## config.mk

```make
export PLATFORM = sky130hd
export DESIGN_NAME = srb_rx_top
export DESIGN_NICKNAME = d
export VERILOG_FILES = /design/src/rtl/srb_pkg.sv /design/src/rtl/srb_parity_check.sv /design/src/rtl/srb_rx_fifo.sv /design/src/rtl/srb_rx_top.sv
export SDC_FILE = /design/constraint.sdc
export NUM_CORES = 1
export LEC_CHECK = 0
export BUFFER_PORTS_ARGS = -buffer_cell sky130_fd_sc_hd__buf_4
export CAP_MARGIN = 30
export CORE_ASPECT_RATIO = 1.25
export CORE_MARGIN = 2
export CORE_UTILIZATION = 40
export DETAILED_ROUTE_END_ITERATION = 7
export PLACE_DENSITY_LB_ADDON = 0.2
export SYNTH_ARGS = -nofsm -noshare
export SYNTH_HDL_FRONTEND = slang
export SYNTH_SLANG_ARGS = --single-unit
```

## constraint.sdc

```tcl
create_clock -name clk_i -period 2.5 [get_ports clk_i]
set_input_delay 0.5 -clock clk_i [delete_from_list [all_inputs] [get_ports clk_i]]
set_output_delay 0.5 -clock clk_i [all_outputs]
set_load 0.05 [all_outputs]
```

## src/rtl/srb_pkg.sv

```systemverilog
// shared constants for the serial receive buffer and status block
package srb_pkg;

  // ***************************************************
  // bus and register map
  // ***************************************************
  localparam int ADDR_W = 12;
  localparam int DATA_W = 32;
  localparam logic [ADDR_W-1:0] OFS_STATUS_A = 12'h000;
  localparam logic [ADDR_W-1:0] OFS_CONTROL_B = 12'h004;
  localparam logic [ADDR_W-1:0] OFS_CONTROL_C = 12'h008;
  localparam logic [ADDR_W-1:0] OFS_RX_DATA = 12'h00C;

  // ***************************************************
  // field positions
  // ***************************************************
  // serial_status_a
  localparam int STA_RXC_BIT = 7;
  localparam int STA_FE_BIT = 4;
  localparam int STA_DOR_BIT = 3;
  localparam int STA_PE_BIT = 2;
  // serial_control_b
  localparam int CTB_IRQ_EN_BIT = 7;
  localparam int CTB_RX_EN_BIT = 4;
  localparam int CTB_NINTH_BIT = 1;
  // serial_control_c
  localparam int CTC_PM_HI = 5;
  localparam int CTC_PM_LO = 4;
  localparam int CTC_STOP_BIT = 3;
  localparam int CTC_CS_HI = 2;
  localparam int CTC_CS_LO = 0;

  // ***************************************************
  // reset values and encodings
  // ***************************************************
  localparam logic [1:0] PARITY_MODE_RST = 2'h0;
  localparam logic [2:0] CHAR_SIZE_RST = 3'h3;
  localparam logic [2:0] CS_5BIT = 3'h0;
  localparam logic [2:0] CS_6BIT = 3'h1;
  localparam logic [2:0] CS_7BIT = 3'h2;
  localparam logic [2:0] CS_9BIT = 3'h7;
  localparam logic [8:0] MASK_5BIT = 9'h01F;
  localparam logic [8:0] MASK_6BIT = 9'h03F;
  localparam logic [8:0] MASK_7BIT = 9'h07F;
  localparam logic [8:0] MASK_8BIT = 9'h0FF;
  localparam logic [8:0] MASK_9BIT = 9'h1FF;

  // ***************************************************
  // buffer entry layout: character plus its own error flags
  // ***************************************************
  localparam int RX_FIFO_DEPTH = 2;
  localparam int CHAR_W = 9;
  localparam int ENT_PE = 9;
  localparam int ENT_DOR = 10;
  localparam int ENT_FE = 11;
  localparam int ENT_W = 12;

endpackage

```

## src/rtl/srb_parity_check.sv

```systemverilog
// parity checker for one received character
`timescale 1ns/1ps
module srb_parity_check #(
  parameter int WIDTH = 9
) (
  // character and frame parity
  input wire logic [WIDTH-1:0] data_i,
  input wire logic [WIDTH-1:0] mask_i,
  input wire logic parity_bit_i,
  // mode: 0 even, 1 odd
  input wire logic odd_i,
  // result
  output logic mismatch_o
);

  if (WIDTH < 1) begin : g_bad_width
    $error("srb_parity_check: WIDTH must be at least 1");
  end

  wire logic expected_bit;

  // bits above the configured size never count
  assign expected_bit = (^(data_i & mask_i)) ^ odd_i;
  assign mismatch_o = expected_bit ^ parity_bit_i;

endmodule

```

## src/rtl/srb_rx_fifo.sv

```systemverilog
// small receive fifo with flush, registered fill flag
`timescale 1ns/1ps
module srb_rx_fifo #(
  parameter int WIDTH = 12,
  parameter int DEPTH = 2,
  localparam int PW = (DEPTH > 1) ? $clog2(DEPTH) : 1,
  localparam int CW = $clog2(DEPTH + 1)
) (
  // clock and reset
  input wire logic clk_i,
  input wire logic sys_rst_i,
  // control
  input wire logic flush_i,
  input wire logic push_i,
  input wire logic [WIDTH-1:0] push_data_i,
  input wire logic pop_i,
  // state
  output logic [WIDTH-1:0] head_o,
  output logic valid_o,
  output logic full_o,
  output logic [CW-1:0] count_o
);

  if (DEPTH < 2) begin : g_bad_depth
    $error("srb_rx_fifo: DEPTH must be at least 2");
  end

  logic [WIDTH-1:0] mem [DEPTH];
  logic [PW-1:0] wr_ptr_reg;
  logic [PW-1:0] rd_ptr_reg;
  logic [CW-1:0] count_reg;
  logic valid_reg;
  wire logic do_pop;
  wire logic do_push;
  wire logic [CW-1:0] count_next;
  wire logic [PW-1:0] wr_ptr_next;
  wire logic [PW-1:0] rd_ptr_next;

  // a pop on an empty buffer is ignored; a full buffer takes a push only while popping
  assign do_pop = pop_i & (count_reg != '0);
  assign do_push = push_i & ((count_reg != CW'(DEPTH)) | do_pop);
  assign count_next = flush_i ? '0 : CW'(count_reg + CW'(do_push) - CW'(do_pop));
  assign wr_ptr_next = (wr_ptr_reg == PW'(DEPTH - 1)) ? '0 : PW'(wr_ptr_reg + 1'b1);
  assign rd_ptr_next = (rd_ptr_reg == PW'(DEPTH - 1)) ? '0 : PW'(rd_ptr_reg + 1'b1);
  assign head_o = mem[rd_ptr_reg];
  assign valid_o = valid_reg;
  assign full_o = (count_reg == CW'(DEPTH));
  assign count_o = count_reg;

  always_ff @(posedge clk_i) begin
    if (do_push && !flush_i) begin
      mem[wr_ptr_reg] <= push_data_i;
    end
  end

  always_ff @(posedge clk_i or posedge sys_rst_i) begin
    if (sys_rst_i) begin
      wr_ptr_reg <= '0;
      rd_ptr_reg <= '0;
      count_reg <= '0;
      valid_reg <= 1'b0;
    end else if (flush_i) begin
      wr_ptr_reg <= '0;
      rd_ptr_reg <= '0;
      count_reg <= '0;
      valid_reg <= 1'b0;
    end else begin
      wr_ptr_reg <= do_push ? wr_ptr_next : wr_ptr_reg;
      rd_ptr_reg <= do_pop ? rd_ptr_next : rd_ptr_reg;
      count_reg <= count_next;
      valid_reg <= (count_next != '0);
    end
  end

endmodule

```

## src/rtl/srb_rx_top.sv

```systemverilog
// receive buffer, error flags and status registers of the serial port, apb slave
//
// Overview of operation
// - complete flag set while buffer holds characters
// - receiver disable empties buffer, clears flag
// - interrupt requested while flag, enable, global set
// - data read pops one character
// - error flags stored with their character
// - writes to error flag bits ignored
// - error flags never raise an interrupt
// - frame error is inverted first stop bit
// - only first stop bit is checked
// - overrun when full, holding and start
// - overrun cleared on successful buffer transfer
// - parity flag reads zero when checking off
// - upper mode bit enables, lower selects type
// - parity mismatch stored with the character
// - parity flag only if checked at arrival
// - disable stops reception, discards, flushes, releases
// - enable takes over pin for reception
// - completed frame moves into receive buffer
//
// The placing of the registers and the APB interface to the registers are this design's own decisions.
`timescale 1ns/1ps
module srb_rx_top
  import srb_pkg::*;
#(
  parameter int DEPTH = RX_FIFO_DEPTH
) (
  // clock and reset
  input wire logic clk_i,
  input wire logic sys_rst_i,
  // apb slave
  input wire logic psel_i,
  input wire logic penable_i,
  input wire logic pwrite_i,
  input wire logic [ADDR_W-1:0] paddr_i,
  input wire logic [DATA_W-1:0] pwdata_i,
  input wire logic [3:0] pstrb_i,
  output logic [DATA_W-1:0] prdata_o,
  output logic pready_o,
  output logic pslverr_o,
  // from the receive shift register
  input wire logic frame_done_i,
  input wire logic [CHAR_W-1:0] frame_data_i,
  input wire logic frame_stop_i,
  input wire logic frame_parity_i,
  input wire logic start_detect_i,
  // configuration to the receive front end
  output logic receiver_enable_o,
  output logic [2:0] char_size_field_o,
  output logic stop_bit_select_o,
  // interrupt
  input wire logic global_irq_enable_i,
  output logic rx_complete_irq_o,
  output logic rx_complete_flag_o
);

  if (DEPTH < 2) begin : g_bad_depth
    $error("srb_rx_top: DEPTH must be at least 2");
  end

  localparam int CW = $clog2(DEPTH + 1);

  // ***************************************************
  // registers
  // ***************************************************
  logic receiver_enable_reg;
  logic rx_complete_irq_enable_reg;
  logic [1:0] parity_mode_field_reg;
  logic stop_bit_select_reg;
  logic [2:0] char_size_field_reg;
  logic [ENT_W-1:0] hold_entry_reg;
  logic hold_valid_reg;
  logic overrun_pend_reg;
  logic irq_reg;
  logic [DATA_W-1:0] prdata_reg;
  logic pready_reg;
  logic pslverr_reg;

  // ***************************************************
  // apb decode
  // ***************************************************
  wire logic setup_phase;
  wire logic access_done;
  wire logic sel_status;
  wire logic sel_ctrl_b;
  wire logic sel_ctrl_c;
  wire logic sel_data;
  wire logic addr_hit;
  wire logic wr_ctrl_b;
  wire logic wr_ctrl_c;
  wire logic wr_status;
  wire logic data_pop;

  assign setup_phase = psel_i & ~penable_i;
  // the access ends at the edge where pready is seen high
  assign access_done = psel_i & penable_i & pready_reg;
  assign sel_status = (paddr_i == OFS_STATUS_A);
  assign sel_ctrl_b = (paddr_i == OFS_CONTROL_B);
  assign sel_ctrl_c = (paddr_i == OFS_CONTROL_C);
  assign sel_data = (paddr_i == OFS_RX_DATA);
  assign addr_hit = sel_status | sel_ctrl_b | sel_ctrl_c | sel_data;
  // all fields sit in the low byte lane
  assign wr_ctrl_b = access_done & pwrite_i & sel_ctrl_b & pstrb_i[0];
  assign wr_ctrl_c = access_done & pwrite_i & sel_ctrl_c & pstrb_i[0];
  assign wr_status = access_done & pwrite_i & sel_status;
  assign data_pop = access_done & ~pwrite_i & sel_data;

  // ***************************************************
  // receive path
  // ***************************************************
  wire logic [8:0] size_mask;
  wire logic check_enable;
  wire logic parity_mismatch;
  wire logic [ENT_W-1:0] new_entry;
  wire logic [ENT_W-1:0] push_entry;
  wire logic [ENT_W-1:0] head_entry;
  wire logic fifo_valid;
  wire logic fifo_full;
  wire logic [CW-1:0] fifo_count;
  wire logic accept_frame;
  wire logic push_hold;
  wire logic overrun_set;
  wire logic flush;

  assign size_mask = (char_size_field_reg == CS_5BIT) ? MASK_5BIT :
                     (char_size_field_reg == CS_6BIT) ? MASK_6BIT :
                     (char_size_field_reg == CS_7BIT) ? MASK_7BIT :
                     (char_size_field_reg == CS_9BIT) ? MASK_9BIT : MASK_8BIT;
  assign check_enable = parity_mode_field_reg[1];
  assign flush = ~receiver_enable_reg;
  // frames and start bits are ignored once the receiver is off
  assign accept_frame = frame_done_i & receiver_enable_reg;
  // only the first stop bit is looked at, whatever the stop bit count
  assign new_entry[ENT_FE] = ~frame_stop_i;
  assign new_entry[ENT_PE] = check_enable & parity_mismatch;
  assign new_entry[ENT_DOR] = 1'b0;
  assign new_entry[CHAR_W-1:0] = frame_data_i & size_mask;
  // the overrun mark rides on the entry that leaves the holding stage next
  assign push_entry = {hold_entry_reg[ENT_FE], overrun_pend_reg, hold_entry_reg[ENT_PE:0]};
  assign push_hold = hold_valid_reg & receiver_enable_reg & (~fifo_full | data_pop);
  assign overrun_set = receiver_enable_reg & start_detect_i & fifo_full & hold_valid_reg & ~push_hold;

  srb_parity_check #(
    .WIDTH(CHAR_W)
  ) u_parity (
    .data_i(frame_data_i),
    .mask_i(size_mask),
    .parity_bit_i(frame_parity_i),
    .odd_i(parity_mode_field_reg[0]),
    .mismatch_o(parity_mismatch)
  );

  srb_rx_fifo #(
    .WIDTH(ENT_W),
    .DEPTH(DEPTH)
  ) u_fifo (
    .clk_i(clk_i),
    .sys_rst_i(sys_rst_i),
    .flush_i(flush),
    .push_i(push_hold),
    .push_data_i(push_entry),
    .pop_i(data_pop),
    .head_o(head_entry),
    .valid_o(fifo_valid),
    .full_o(fifo_full),
    .count_o(fifo_count)
  );

  // ***************************************************
  // read mux: flags shown belong to the head character
  // ***************************************************
  wire logic [DATA_W-1:0] status_word;
  wire logic [DATA_W-1:0] ctrl_b_word;
  wire logic [DATA_W-1:0] ctrl_c_word;
  wire logic [DATA_W-1:0] data_word;
  wire logic [DATA_W-1:0] read_word;
  wire logic [ENT_W-1:0] head_seen;

  assign head_seen = fifo_valid ? head_entry : '0;
  assign status_word = (DATA_W'(fifo_valid) << STA_RXC_BIT)
                     | (DATA_W'(head_seen[ENT_FE]) << STA_FE_BIT)
                     | (DATA_W'(head_seen[ENT_DOR]) << STA_DOR_BIT)
                     | (DATA_W'(head_seen[ENT_PE] & check_enable) << STA_PE_BIT);
  assign ctrl_b_word = (DATA_W'(rx_complete_irq_enable_reg) << CTB_IRQ_EN_BIT)
                     | (DATA_W'(receiver_enable_reg) << CTB_RX_EN_BIT)
                     | (DATA_W'(head_seen[CHAR_W-1]) << CTB_NINTH_BIT);
  assign ctrl_c_word = (DATA_W'(parity_mode_field_reg) << CTC_PM_LO)
                     | (DATA_W'(stop_bit_select_reg) << CTC_STOP_BIT)
                     | (DATA_W'(char_size_field_reg) << CTC_CS_LO);
  assign data_word = DATA_W'(head_seen[7:0]);
  assign read_word = sel_status ? status_word :
                     sel_ctrl_b ? ctrl_b_word :
                     sel_ctrl_c ? ctrl_c_word :
                     sel_data ? data_word : '0;

  // ***************************************************
  // apb response, one cycle after setup
  // ***************************************************
  always_ff @(posedge clk_i or posedge sys_rst_i) begin
    if (sys_rst_i) begin
      pready_reg <= 1'b0;
      pslverr_reg <= 1'b0;
      prdata_reg <= '0;
    end else begin
      pready_reg <= setup_phase;
      pslverr_reg <= setup_phase & ~addr_hit;
      prdata_reg <= (setup_phase & ~pwrite_i) ? read_word : '0;
    end
  end

  // ***************************************************
  // control registers; status bits have no storage to write
  // ***************************************************
  always_ff @(posedge clk_i or posedge sys_rst_i) begin
    if (sys_rst_i) begin
      receiver_enable_reg <= 1'b0;
      rx_complete_irq_enable_reg <= 1'b0;
    end else if (wr_ctrl_b) begin
      receiver_enable_reg <= pwdata_i[CTB_RX_EN_BIT];
      rx_complete_irq_enable_reg <= pwdata_i[CTB_IRQ_EN_BIT];
    end
  end

  always_ff @(posedge clk_i or posedge sys_rst_i) begin
    if (sys_rst_i) begin
      parity_mode_field_reg <= PARITY_MODE_RST;
      stop_bit_select_reg <= 1'b0;
      char_size_field_reg <= CHAR_SIZE_RST;
    end else if (wr_ctrl_c) begin
      parity_mode_field_reg <= pwdata_i[CTC_PM_HI:CTC_PM_LO];
      stop_bit_select_reg <= pwdata_i[CTC_STOP_BIT];
      char_size_field_reg <= pwdata_i[CTC_CS_HI:CTC_CS_LO];
    end
  end

  // ***************************************************
  // holding stage (the completed shift register frame)
  // ***************************************************
  always_ff @(posedge clk_i or posedge sys_rst_i) begin
    if (sys_rst_i) begin
      hold_valid_reg <= 1'b0;
      hold_entry_reg <= '0;
    end else if (!receiver_enable_reg) begin
      hold_valid_reg <= 1'b0;
    end else if (accept_frame) begin
      hold_valid_reg <= 1'b1;
      hold_entry_reg <= new_entry;
    end else if (push_hold) begin
      hold_valid_reg <= 1'b0;
    end
  end

  // no loss is recorded in the transfer cycle: overrun_set excludes push_hold, so set and clear never meet
  always_ff @(posedge clk_i or posedge sys_rst_i) begin
    if (sys_rst_i) begin
      overrun_pend_reg <= 1'b0;
    end else begin
      overrun_pend_reg <= receiver_enable_reg & (overrun_set | (overrun_pend_reg & ~push_hold));
    end
  end

  // level request; error flags take no part in it
  always_ff @(posedge clk_i or posedge sys_rst_i) begin
    if (sys_rst_i) begin
      irq_reg <= 1'b0;
    end else begin
      irq_reg <= fifo_valid & rx_complete_irq_enable_reg & global_irq_enable_i;
    end
  end

  assign prdata_o = prdata_reg;
  assign pready_o = pready_reg;
  assign pslverr_o = pslverr_reg;
  assign receiver_enable_o = receiver_enable_reg;
  assign char_size_field_o = char_size_field_reg;
  assign stop_bit_select_o = stop_bit_select_reg;
  assign rx_complete_irq_o = irq_reg;
  assign rx_complete_flag_o = fifo_valid;
endmodule

```

### Word-level counts from Yosys, hierarchy flattened

Memories as Yosys holds them, arrays and structs flattened.
Cells that the tools add are included.

* reductions and logical operators: 7
* equal/unequal tests: 11
* bitwise operators: 49
* $add $sub $neg: 4
* muxes and demuxes: 24

Operators by type and width (number)
* $mux W8: 5
* $mux W9: 4
* $and A1 B1 Y1: 27
* $eq A12 B4 Y1 const B: 2
* $or A8 B5 Y8: 2
* $eq A12 B3 Y1 const B: 1
* $logic_not A12 Y1: 1
* $mux W1: 12
* $mux W12: 1
* $and A9 B9 Y9: 1
* $reduce_xor A9 Y1: 1
* $or A8 B2 Y8: 1
* $or A8 B3 Y8: 1
* $or A8 B4 Y8: 1
* $not A1 Y1: 6
* $or A1 B1 Y1: 6
* $or A6 B3 Y6: 1
* $or A6 B4 Y6: 1
* $mux W2: 2
* $ne A2 B1 Y1 const B: 2
* $reduce_bool A2 Y1: 2
* $eq A3 B1 Y1 const B: 1
* $eq A3 B2 Y1 const B: 1
* $eq A3 B3 Y1 const B: 1
* 10 further kinds: 12

* output and inout port bits: 41
* register bits after elaboration: 37
* logic and storage cells: 112
* bits of input ports: 67
* bits in writable memories: 24
* memories: 1

Memories
* u_fifo.mem: depth 2, width 12, rd ports 1, clocked after memory_dff 0, write ports 1, line srb_rx_fifo.sv:28 `logic [WIDTH-1:0] mem [DEPTH];`

### Logic depth before layout (Yosys ltp)

* depth in word-level cells: 12
* depth in mapped cells: 10
* gate-level depth less buffers: 10

### Modules after synthesis

From an unflattened synthesis, not the netlist that was laid out.

* cells, all modules: 245
* area, all modules: 3011.6 sq um

By module, submodules not included
* srb_rx_top: area each 1710.4 sq um, instances 1, cells an instance 156
* srb_rx_fifo: area each 1164.9 sq um, instances 1, cells an instance 71
* srb_parity_check: area each 136.4 sq um, instances 1, cells an instance 18

### Worst setup path after synthesis

OpenSTA, ideal clock, no wires.

* path kind: input to register
* start point: input port paddr_i[7]
* end point: register u_fifo.valid_reg (netlist: u_fifo.valid_o)
* setup slack: -0.084 ns
* arrival: 2.457 ns
* data required time: 2.373 ns
* stages: 9
* path through: nor4_2 -> nand3_2 -> or3_4 -> nor2_1 -> ha_1 -> inv_1 -> ha_1 -> and2_1 -> or2_2

* longest elaborated chain between the ends: 10
* elaborated cells between the ends (all ways): 12

Ends and longest elaborated chain
* start: declaration: line srb_rx_top.sv:37 `input wire logic [ADDR_W-1:0] paddr_i,`
* $eq A12 B4 Y1 (*): line srb_rx_top.sv:102 `assign sel_data = (paddr_i == OFS_RX_DATA);`
* $and A1 B1 Y1 (*): line srb_rx_top.sv:108 `assign data_pop = access_done & ~pwrite_i & sel_data;`
* $or A1 B1 Y1 or $and A1 B1 Y1 (tied branches): line srb_rx_top.sv:142, srb_rx_fifo.sv:40
* $and A1 B1 Y1 or $or A1 B1 Y1 (tied branches): line srb_rx_top.sv:142, srb_rx_fifo.sv:41
* $and A1 B1 Y1: line srb_rx_fifo.sv:41 `assign do_push = push_i & ((count_reg != CW'(DEPTH)) | do_pop);`
* $add A2 B1 Y2: line srb_rx_fifo.sv:42 `assign count_next = flush_i ? '0 : CW'(count_reg + CW'(do_push) - CW'(do_pop));`
* $sub A2 B1 Y2 (*): line srb_rx_fifo.sv:42
* $mux W2 (*): line srb_rx_fifo.sv:42
* $reduce_bool A2 Y1 (*): line srb_rx_fifo.sv:71 `valid_reg <= (count_next != '0);`
* $mux W1 (*): line srb_rx_fifo.sv:62 `end else if (flush_i) begin`
* end signal: assignment: line srb_rx_fifo.sv:71
* end: declaration: line srb_rx_fifo.sv:32 `logic valid_reg;`

Mark *: on every way between the ends. The rest lies on a longest branch, timed or not.
A chain may end at the register's enable or synchronous reset.

### Worst setup path in the final report

* start point: input port paddr_i[9]
* end point: register u_fifo.valid_reg (netlist: u_fifo.valid_o)

The elaborated chain is that of the path after synthesis.

==> results.md <==
* # rows at 34
* Post-Synthesis Cells at 242
* Clock Latency Late Sink at 0.34 ns
* CP Max Fanout at 5
* Placed insts at 383
* Largest net degree at the start of global routing at 38
* Number of global-route vias before repair at 1786
* Largest family of logic cells by synthesized area: simple AND/OR/NAND/NOR gates
* Routed Antenna Nets at 0
* DR vias/cell at 4.742
* # DRC at 0
* FFs w/ async S/R, synth at 60.66%
* Via count at 1892
* Antenna cell count at 0
* Die height at 98.81 um
* Clock tree sinks at 61
* Post-cts sizing count at 0
* Core area at 6977 um^2
* Seq/Total Area, Yosys at 57.33%
* Most frequent cells in the layout: 62 x buf_4, 35 x dfrtp_1, 24 x conb_1, 24 x edfxtp_1, 19 x nand2_1
* Type of origin of the critical path: primary input
* GP Congestion at 0.7152
* Max reg flops at 24
* Initial antenna violation count at 0
* RSZ-0062 raised after global routing: no
* GRT Total Usage at 15.08%
* Post-synthesis mux area share at 8.482%
* Internal Pwr Total at 1.556 mW
* CTS tree: done
* Clock slew at reported path FFs at 0.07 ns
* Postcts setup bufs at 0
* Min Tclk post-route at 2.310 ns
* Die area at 7890 um^2
* Warnings from Yosys at 0
* Sequential Power Share at 50.1%
* Number of synthesized register bits at 61
* Crit path top cell by count: ha_1
* Clock power frac at 40.0%
* Slowest CP cell: or3_4
* Worst r2r src: pready_o$_DFF_PP0_
* Reg2Reg Capture Point: u_fifo.valid_o$_DFF_PP0_
* Worst path max stage delay at 0.42 ns
* Post-synth EDFFs at 24
* Starting density of the core at 41.23%
* Worst clock skew at 0.008561 ns
* Final wirelength at 5580 um
* Leakage power at 1.543 nW
* Avg WL per Cell at 13.98 um
* Status: completed
* Top_reg_cell synth: dfrtp_1
* CP Class: in -> reg
* H-tree lvl count at 3
* CP endpoint kind: register
* Worst-case vdd ir drop at 0.3848 mV
* Final Non-Filler Cells at 399
* Critical path, cell by cell: buf_4 > nor4_4 > nand3_2 > or3_4 > nor2_1 > ha_1 > inv_1 > ha_1 > and2_1 > or2_2
* Clock buffer depth at 2
* Net Switching at 515.7 uW
* CTS Hold Bufs at 0
* Commonest non-fill, non-tap cell in the layout: buf_4
* Global-route wire length before repair at 8728 um
* Buffers on Ports at 55
* Syn_area_per_cell at 11.89 um^2
* Fmax at 0.4328 GHz
* # Max-Cap Violations at 0
* Fill cell count at 673
* Critical Path Start: paddr_i[9]
* Area Growth Syn to Fin at 23.23%
* Pwr dens at 584.4 nW/um^2
* Final worst-path cycle share at 92.42%
* Simple-Gate Fraction of Synth Area at 12.61%
* Worst slew pin tran at 0.6579 ns
* Yosys cell types at 46
* Iter 0 DRT Violations at 109
* FF-to-FF path depth at 8
* Mapped cell area at 2877 um^2
* Die W at 79.85 um
* Post-route design area at 3545 um^2
* Worst reg2reg setup slack at 0.48 ns
* Final setup fails at 0
* CTS root buf: clkbuf_8
* Share of cells above drive strength 1 at 32.04%
* Nets@finish at 373
* Placed cell area at 3362 um^2
* DP HPWL at 4070 um
* Final Hold Viols at 0
* Post-Synth Adder-Cell Area at 0.8699%
* Sw Ratio at 24.90%
* Post-Synth XOR/XNOR Area at 3.523%
* Worst hold path class: in -> async
* Inserted Clock Buffers at 9
* CP required at 2.73 ns
* Total gr overflow at 0
* TritonRoute pass-1 iters at 4
* Combinational fraction of design power at 9.9%
* Worst path arrival time at 2.54 ns
* Fin. max-slew vios at 0
* Worst rel slew slack at 56.14%
* I/O pin count at 108
* Synth Area in Compound Gates at 7.656%
-- layout make-up --
cell class,instances,area (um^2),share of cell area (%)
repair buffers,64,505.5,14.26
flip-flops and latches,61,1649,46.52
multi-input cells,159,1061,29.93
clock inverters,5,51.30,1.447
well taps,90,112.6,3.177
clock buffers,11,131.4,3.706
inverters,9,33.78,0.9531
-- logic make-up (layout without fill, tap and decap cells) --
logic type / after synthesis / count (layout)
AND/OR/NAND/NOR: 64 / 64
flip-flops: 61 / 61
buffers and inverters: 45 / 89
AO/OA/AOI/OAI: 36 / 36
multiplexers: 23 / 23
XOR/XNOR: 10 / 10
adder cells (fa/ha/maj): 2 / 2
other: 1 / 24
-- cells in the mapped netlist, types with 4 or more instances --
| library cell | count | share of area [%] |
|---|---|---|
| nand2_1 | 19 | 2.5 |
| mux2_2 | 11 | 4.3 |
| nor3_1 | 4 | 0.70 |
| edfxtp_1 | 24 | 25 |
| mux2i_1 | 12 | 4.2 |
| and3_1 | 4 | 0.87 |
| xnor2_1 | 7 | 2.1 |
| inv_1 | 9 | 1.2 |
| clkbuf_1 | 8 | 1.0 |
| buf_4 | 27 | 7.0 |
| nor2_1 | 11 | 1.4 |
| nor2b_1 | 4 | 0.87 |
| dfrtp_1 | 35 | 30 |
| o22ai_1 | 4 | 0.87 |
| a21oi_1 | 6 | 1.0 |
| o21ai_0 | 15 | 2.6 |
-- stage by stage --
step	setup slack, ns	hold WS [ns]	setup TNS, ns	util [%]	power (mW)
global route	0.1351	0.3307	0	50.81	2.144
finish	0.1896	0.2803	0	50.81	2.071
CTS	0.2028	0.2931	0	50.81	2.090
detailed placement	-0.1546	0.4562	-0.1546	48.19	1.263
global placement	-0.1408	0.4448	-0.1408	48.19	1.261
floorplan	0.002517	0.4366	0	-	1.220
-- power groups by stage --
stage	Clock [mW]	Sequential (mW)	Combinational (mW)
after floorplan	0	1.06	0.157
after global placement	0	1.06	0.204
after detailed placement	0	1.06	0.206
after CTS	0.846	1.04	0.207
after global routing	0.888	1.04	0.220
final	0.829	1.04	0.205
-- worst max-delay path, delay by kind of cell --
family                     cells  cell delay, ns
and+or+nand+nor                6            1.41
adders and majority gates      2            0.45
buffers and inverters          2            0.18
-- worst max path at each step --
| stage | endpoint | slack, ns | depth (start not counted) |
|---|---|---|---|
| final | u_fifo.valid_o$_DFF_PP0_ | 0.19 | 10 |
| after floorplan | u_fifo.valid_o$_DFF_PP0_ | 0.003 | 9 |
| after detailed placement | u_fifo.valid_o$_DFF_PP0_ | -0.15 | 10 |
| after global routing | u_fifo.valid_o$_DFF_PP0_ | 0.14 | 10 |
| after CTS | u_fifo.valid_o$_DFF_PP0_ | 0.20 | 10 |
| after global placement | u_fifo.valid_o$_DFF_PP0_ | -0.14 | 10 |
-- routing by layer --
metal | global-route usage (%) | routed length [um] | vias to the layer above
li1 | - | - | 920
met1 | 19.09 | 2436 | 890
met2 | 23.53 | 2629 | 73
met3 | 4.212 | 390 | 9
met4 | 7.823 | 123 | 0
met5 | 0 | 0 | -
No activity file was read; power rests on OpenSTA's default activity.
